[src/design/iof_pkg.sv]
// constants for the input and relay force override block
// assumes a 16-bit register port with byte addresses on an 8-bit address
package iof_pkg;
    localparam int IOF_ADDR_W = 8;
    localparam int IOF_DATA_W = 16;
    localparam int IOF_NUM_DI = 6;
    localparam int IOF_NUM_RO = 3;
    localparam logic [7:0] IOF_ADDR_DI_SEL = 8'h00;
    localparam logic [7:0] IOF_ADDR_DI_FORCED = 8'h04;
    localparam logic [7:0] IOF_ADDR_DI_STATUS = 8'h08;
    localparam logic [7:0] IOF_ADDR_RO_STATUS = 8'h0C;
    localparam logic [7:0] IOF_ADDR_RO_SEL = 8'h10;
    localparam logic [7:0] IOF_ADDR_RO_FORCED = 8'h14;
    localparam logic [5:0] IOF_DI_SEL_RST = 6'h00;
    localparam logic [15:0] IOF_DI_FORCED_RST = 16'h0000;
    localparam logic [2:0] IOF_RO_SEL_RST = 3'h0;
    localparam logic [15:0] IOF_RO_FORCED_RST = 16'h0000;
    localparam logic [15:0] IOF_RDATA_IDLE = 16'h0000;
    localparam logic [5:0] IOF_DI_LOW_MASK = 6'h03;
    localparam logic [5:0] IOF_DI_HIGH_MASK = 6'h3C;
endpackage

[src/design/iof_sync.sv]
// three-stage synchroniser for the digital input pins
// assumes pins are asynchronous to core_clk; output follows once stages two and three agree
`timescale 1ns/1ps
module iof_sync
(
    input wire logic core_clk,
    input wire logic rst,
    input wire logic [5:0] pin_in,
    output logic [5:0] stable_out
);
    logic [5:0] meta_r;
    logic [5:0] sync2_r;
    logic [5:0] sync3_r;

    always_ff @(posedge core_clk or posedge rst)
    begin
        if (rst)
        begin
            meta_r <= 6'h00;
            sync2_r <= 6'h00;
            sync3_r <= 6'h00;
        end
        else
        begin
            meta_r <= pin_in;
            sync2_r <= meta_r;
            sync3_r <= sync2_r;
        end
    end

    // per bit: a change counts only when the last two stages agree
    always_ff @(posedge core_clk or posedge rst)
    begin
        if (rst)
        begin
            stable_out <= 6'h00;
        end
        else
        begin
            stable_out <= (sync2_r & ~(sync2_r ^ sync3_r)) | (stable_out & (sync2_r ^ sync3_r));
        end
    end
endmodule

[src/design/iof_top.sv]
// force override of six digital inputs and three relay outputs
// assumes a register master on core_clk, asynchronous input pins, same-clock relay sources
//
// Notes on behaviour
// - input select bits 2..5 force inputs three..six from forced bits 2..5
// - forced bit changes an input only while its select bit is set
// - forced-value word bit 0 is input one, bit 5 input six
// - relay status bit 0 is relay one, one means energized
// - relay select bits 0..2 steer relays one..three from same-numbered forced bits
// - relay forced bits only act on relays that are selected
// - reset clears all select and forced-value words
// - input select bits 0 and 1 force inputs one and two
`timescale 1ns/1ps
module iof_top
(
    input wire logic core_clk,
    input wire logic rst,
    input wire logic [7:0] reg_addr,
    input wire logic [15:0] reg_wdata,
    input wire logic reg_wr,
    input wire logic reg_rd,
    output logic [15:0] reg_rdata,
    input wire logic [5:0] digital_input_pin,
    output logic [5:0] digital_input_seen,
    input wire logic [2:0] relay_output_source,
    output logic [2:0] relay_output_drive
);
    logic [5:0] di_sel_r;
    logic [15:0] di_forced_r;
    logic [2:0] ro_sel_r;
    logic [15:0] ro_forced_r;
    logic [5:0] di_stable;
    logic [5:0] di_seen_r;
    logic [5:0] di_seen_nxt;
    logic [2:0] ro_drive_r;
    logic [2:0] ro_drive_nxt;
    logic [5:0] ro_pick;
    logic [15:0] rdata_r;
    logic [15:0] rdata_nxt;

    // per-bit mux: select high takes the forced bit, else the live bit
    function automatic logic [5:0] pick(input logic [5:0] sel, input logic [5:0] forced,
                                        input logic [5:0] live);
        pick = (sel & forced) | (~sel & live);
    endfunction

    iof_sync u_sync
    (
        .core_clk(core_clk),
        .rst(rst),
        .pin_in(digital_input_pin),
        .stable_out(di_stable)
    );

    // select words hold only implemented bits, so reserved ones cannot steer anything
    always_ff @(posedge core_clk or posedge rst)
    begin
        if (rst)
        begin
            di_sel_r <= iof_pkg::IOF_DI_SEL_RST;
            di_forced_r <= iof_pkg::IOF_DI_FORCED_RST;
        end
        else if (reg_wr)
        begin
            if (reg_addr == iof_pkg::IOF_ADDR_DI_SEL)
            begin
                di_sel_r <= reg_wdata[5:0];
            end
            if (reg_addr == iof_pkg::IOF_ADDR_DI_FORCED)
            begin
                di_forced_r <= reg_wdata;
            end
        end
    end

    always_ff @(posedge core_clk or posedge rst)
    begin
        if (rst)
        begin
            ro_sel_r <= iof_pkg::IOF_RO_SEL_RST;
            ro_forced_r <= iof_pkg::IOF_RO_FORCED_RST;
        end
        else if (reg_wr)
        begin
            if (reg_addr == iof_pkg::IOF_ADDR_RO_SEL)
            begin
                ro_sel_r <= reg_wdata[2:0];
            end
            if (reg_addr == iof_pkg::IOF_ADDR_RO_FORCED)
            begin
                ro_forced_r <= reg_wdata;
            end
        end
    end

    always_comb
    begin
        di_seen_nxt = pick(di_sel_r, di_forced_r[5:0], di_stable);
    end

    always_comb
    begin
        // relays share the six-wide mux, upper lanes held at zero
        ro_pick = pick({3'h0, ro_sel_r}, {3'h0, ro_forced_r[2:0]}, {3'h0, relay_output_source});
        ro_drive_nxt = ro_pick[2:0];
    end

    always_ff @(posedge core_clk or posedge rst)
    begin
        if (rst)
        begin
            di_seen_r <= 6'h00;
        end
        else
        begin
            di_seen_r <= di_seen_nxt;
        end
    end

    // relays start de-energized until the first edge after reset
    always_ff @(posedge core_clk or posedge rst)
    begin
        if (rst)
        begin
            ro_drive_r <= 3'h0;
        end
        else
        begin
            ro_drive_r <= ro_drive_nxt;
        end
    end

    always_comb
    begin
        rdata_nxt = iof_pkg::IOF_RDATA_IDLE;
        case (reg_addr)
            iof_pkg::IOF_ADDR_DI_SEL: rdata_nxt = {10'h000, di_sel_r};
            iof_pkg::IOF_ADDR_DI_FORCED: rdata_nxt = di_forced_r;
            iof_pkg::IOF_ADDR_DI_STATUS: rdata_nxt = {10'h000, di_seen_r};
            iof_pkg::IOF_ADDR_RO_STATUS: rdata_nxt = {13'h0000, ro_drive_r};
            iof_pkg::IOF_ADDR_RO_SEL: rdata_nxt = {13'h0000, ro_sel_r};
            iof_pkg::IOF_ADDR_RO_FORCED: rdata_nxt = ro_forced_r;
            default: rdata_nxt = iof_pkg::IOF_RDATA_IDLE;
        endcase
    end

    // read data stand for one cycle only, zero otherwise
    always_ff @(posedge core_clk or posedge rst)
    begin
        if (rst)
        begin
            rdata_r <= iof_pkg::IOF_RDATA_IDLE;
        end
        else if (reg_rd)
        begin
            rdata_r <= rdata_nxt;
        end
        else
        begin
            rdata_r <= iof_pkg::IOF_RDATA_IDLE;
        end
    end

    assign reg_rdata = rdata_r;
    assign digital_input_seen = di_seen_r;
    assign relay_output_drive = ro_drive_r;
endmodule

[config.mk]
export PLATFORM = sky130hd
export DESIGN_NAME = iof_top
export DESIGN_NICKNAME = d
export VERILOG_FILES = /design/src/design/iof_pkg.sv /design/src/design/iof_sync.sv /design/src/design/iof_top.sv
export SDC_FILE = /design/constraint.sdc
export NUM_CORES = 1
export LEC_CHECK = 0
export ABC_AREA = 1
export BUFFER_PORTS_ARGS = -buffer_cell sky130_fd_sc_hd__buf_2
export CORE_ASPECT_RATIO = 1.5
export CORE_MARGIN = 8
export CORE_UTILIZATION = 40
export CTS_CLUSTER_DIAMETER = 150
export DETAILED_ROUTE_END_ITERATION = 10
export GPL_TIMING_DRIVEN = 1
export PLACE_DENSITY_LB_ADDON = 0.08
export SYNTH_ARGS = -nofsm -noshare
export SYNTH_HDL_FRONTEND = slang
export SYNTH_SLANG_ARGS = --single-unit
[constraint.sdc]
create_clock -name core_clk -period 2.7 [get_ports core_clk]
set_clock_uncertainty 0.2 [all_clocks]
set_input_delay 0.405 -clock core_clk [delete_from_list [all_inputs] [get_ports core_clk]]
set_output_delay 0.405 -clock core_clk [all_outputs]
set_load 0.1 [all_outputs]
==> results_dict.tcl <==
set metrics [dict create \
    outcome "finished, final reports clean" \
    dr.first_iter.drc_count 130 \
    core_um2 8830 \
    synthTopCellsByArea "dfrtp_1 (62%), nand2_1 (9.0%), o21ai_2 (7.7%), nand3_1 (3.6%), mux2_2 (2.8%)" \
    grt_pass1_vias 2637 \
    grt_usage 0.137 \
    cts_root_buffer "clkbuf_16" \
    power_mw 2.97 \
    cp_slowest_cell "buf_2" \
    synth_cell_types 20 \
    synth_top_family_by_area "simple AND/OR/NAND/NOR gates" \
    grt_overflow_total 0 \
    synth-seq-cells 90 \
    gp_congestion 0.767 \
    worst_slew_pin_slew_ns 0.666 \
    utilization 0.493 \
    powerDensity_nw_per_um2 683 \
    multi_input_area_um2 1160 \
    htree_levels 3 \
    synthMuxAreaShare 0.0280 \
    synthTopCellsByCount "dfrtp_1 (90), nand2_1 (87), o21ai_2 (32)" \
    vias 2431 \
    fill_cells 855 \
    clock.fmax_mhz 568 \
    crit_required_ns 2.10 \
    nets 443 \
    synth_adder_area_share 0.0166 \
    rr_startpoint "ro_sel_r[1]" \
    critPathTopFamily "buffers and inverters" \
    hold_buffers 6 \
    crit_chain "buf_2" \
    avgSynthCellArea_um2 10.8 \
    final-seq-area_um2 2250 \
    synth_seq_area_share 0.623 \
    yosys.area_share.simple 0.172 \
    worstSetupEndpointType "output pin" \
    critPathLaunchType "flip-flop" \
    synth_edf_count 0 \
    cts_buffers 9 \
    setup_violations 0 \
    cts_tree "done" \
    hpwl_mm 5.49 \
    relSlewSlack 0.556 \
    clkTransAtPathRegs_ns 0.06 \
    layoutNonFillerInstCount 521 \
    grt_max_degree 54 \
    grt_first_pass_wirelength_mm 13.2 \
    via_per_inst 4.67 \
    die_w_um 93.6 \
    clk_latency_ns 0.33 \
    synthFlopType "dfrtp_1" \
    die-height_um 132 \
    placed_area_um2 3990 \
    whs_ns 0.00104 \
    synth_top_area_cell "dfrtp_1" \
    ys_async_sr_fraction 1.00 \
    worst_slack_ns 0.940 \
    cts_setup_buffers 0 \
    syn-cell-area_um2 3620 \
    peakVddDrop_v 0.000384 \
    cts_sinks 90 \
    num_rows 42 \
    drc 0 \
    pin_count 62 \
    synth_top_area_frac 0.623 \
    io_buffers 61 \
    period_share 0.652 \
    wl_per_cell_um 14.8 \
    cp_slowest_stage_delay_ns 0.44 \
    wirelength_mm 7.71 \
    antenna_left 0 \
    slew_viol_final 0 \
    p_leak_nw 2.17 \
    die-area_um2 12400 \
    synth.most_common_cell "dfrtp_1" \
    critPathMaxFanout 2 \
    place_inst 499 \
    antenna_found_initial 0 \
    hp-class "input pin to async pin" \
    syn_nets 372 \
    worst-path-buf-inv 1 \
    drtPass1Iterations 4 \
    synth_warnings 0 \
    synth_xor_area_frac 0 \
    rsz0062_at_grt "no" \
    cap_violations 0 \
    pre_cts_slack_ns 0.591 \
    clockBufferDepth 2 \
    path_class "flip-flop to output pin" \
    min_period_ns 1.76 \
    setup.worst_path.start "digital_input_seen[5]" \
    finalSetupTns_ns 0 \
    area_delta_synth_final_pct 20.3 \
    start_util 0.410 \
    cts_resized 0 \
    syn_inst 335 \
    final_area_um2 4350 \
    drive_above_1_share 0.324 \
    synth_compound_area_frac 0.104 \
    hold_viol 0 \
    arrival_ns 1.15 \
]
## power breakdown
part           total, mW  switching [mW]  internal, mW  leakage, nW
Clock               1.26           0.496         0.762        0.148
Combinational      0.265           0.188        0.0764        0.847
Sequential          1.45          0.0365          1.41         1.17
## path summary, 6_finish.rpt
path | end | slack (ns) | cells past startpoint
worst max-delay path | digital_input_seen[5] | 0.94 | 1
worst min-delay path | u_sync.meta_r[2] | 0.001 | 3
worst max register to register | reg_rdata[1] | 1.55 | 4
worst min register to register | u_sync.sync2_r[3] | 0.15 | 0
max in group asynchronous | ro_forced_r[3] | 1.77 | 3
min in group core_clk | relay_output_drive[2] | 0.10 | 2
## final cells by class
cell class / instances / area share
clock buffer: 11 / 0.0581
timing repair buffer: 70 / 0.0891
tap: 110 / 0.0316
inverter: 28 / 0.0253
sequential: 90 / 0.517
antenna: 1 / 0.000575
clock inverter: 4 / 0.0118
multi-input combinational: 207 / 0.266
## cells by family after synthesis
logic type | count (synthesis)
AND/OR/NAND/NOR | 141
flip-flops | 90
AO/OA/AOI/OAI | 51
buffers and inverters | 38
multiplexers | 9
adder cells (fa/ha/maj) | 6
## tightest hold or removal path, cell delays in order
cell and delay, ns:
buf_2 0.11, clkinvlp_4 0.06, buf_4 0.40
## placed cells by master (no fill, tap or decap)
cell and count:
nor2_4 3, clkinv_1 1, o21ai_1 2, clkbuf_16 9, inv_1 24, maj3_1 6
inv_2 1, mux2_2 9, bufinv_16 1, dfrtp_1 90, clkinv_4 1, o21ai_2 32
nand2_1 87, clkinvlp_4 2, clkinv_2 2, o21ai_0 7, clkbuf_8 2, nor3_4 1
a21oi_1 10, dlygate4sd3_1 6, buf_2 61, nor2_1 18, diode_2 1, nand2_4 2
buf_4 3, nand3_1 26, nand2_2 4
## registers in the layout (all words and copies together) (netlist names), named ones only
name                cells
u_sync.meta_r           6
u_sync.sync3_r          6
digital_input_seen      6
u_sync.sync2_r          6
di_sel_r                6
ro_sel_r                3
relay_output_drive      3
ro_forced_r            16
di_forced_r            16
reg_rdata              16
## metal layers
metal	share of wire	track usage	vias up	wire, um
li1	-	-	1221	-
met5	0	0	-	0
met3	0.060	0.0425	11	459
met2	0.49	0.217	51	3810
met1	0.43	0.164	1148	3310
met4	0.017	0.0638	0	130
Power figures use the tool's default switching activity.
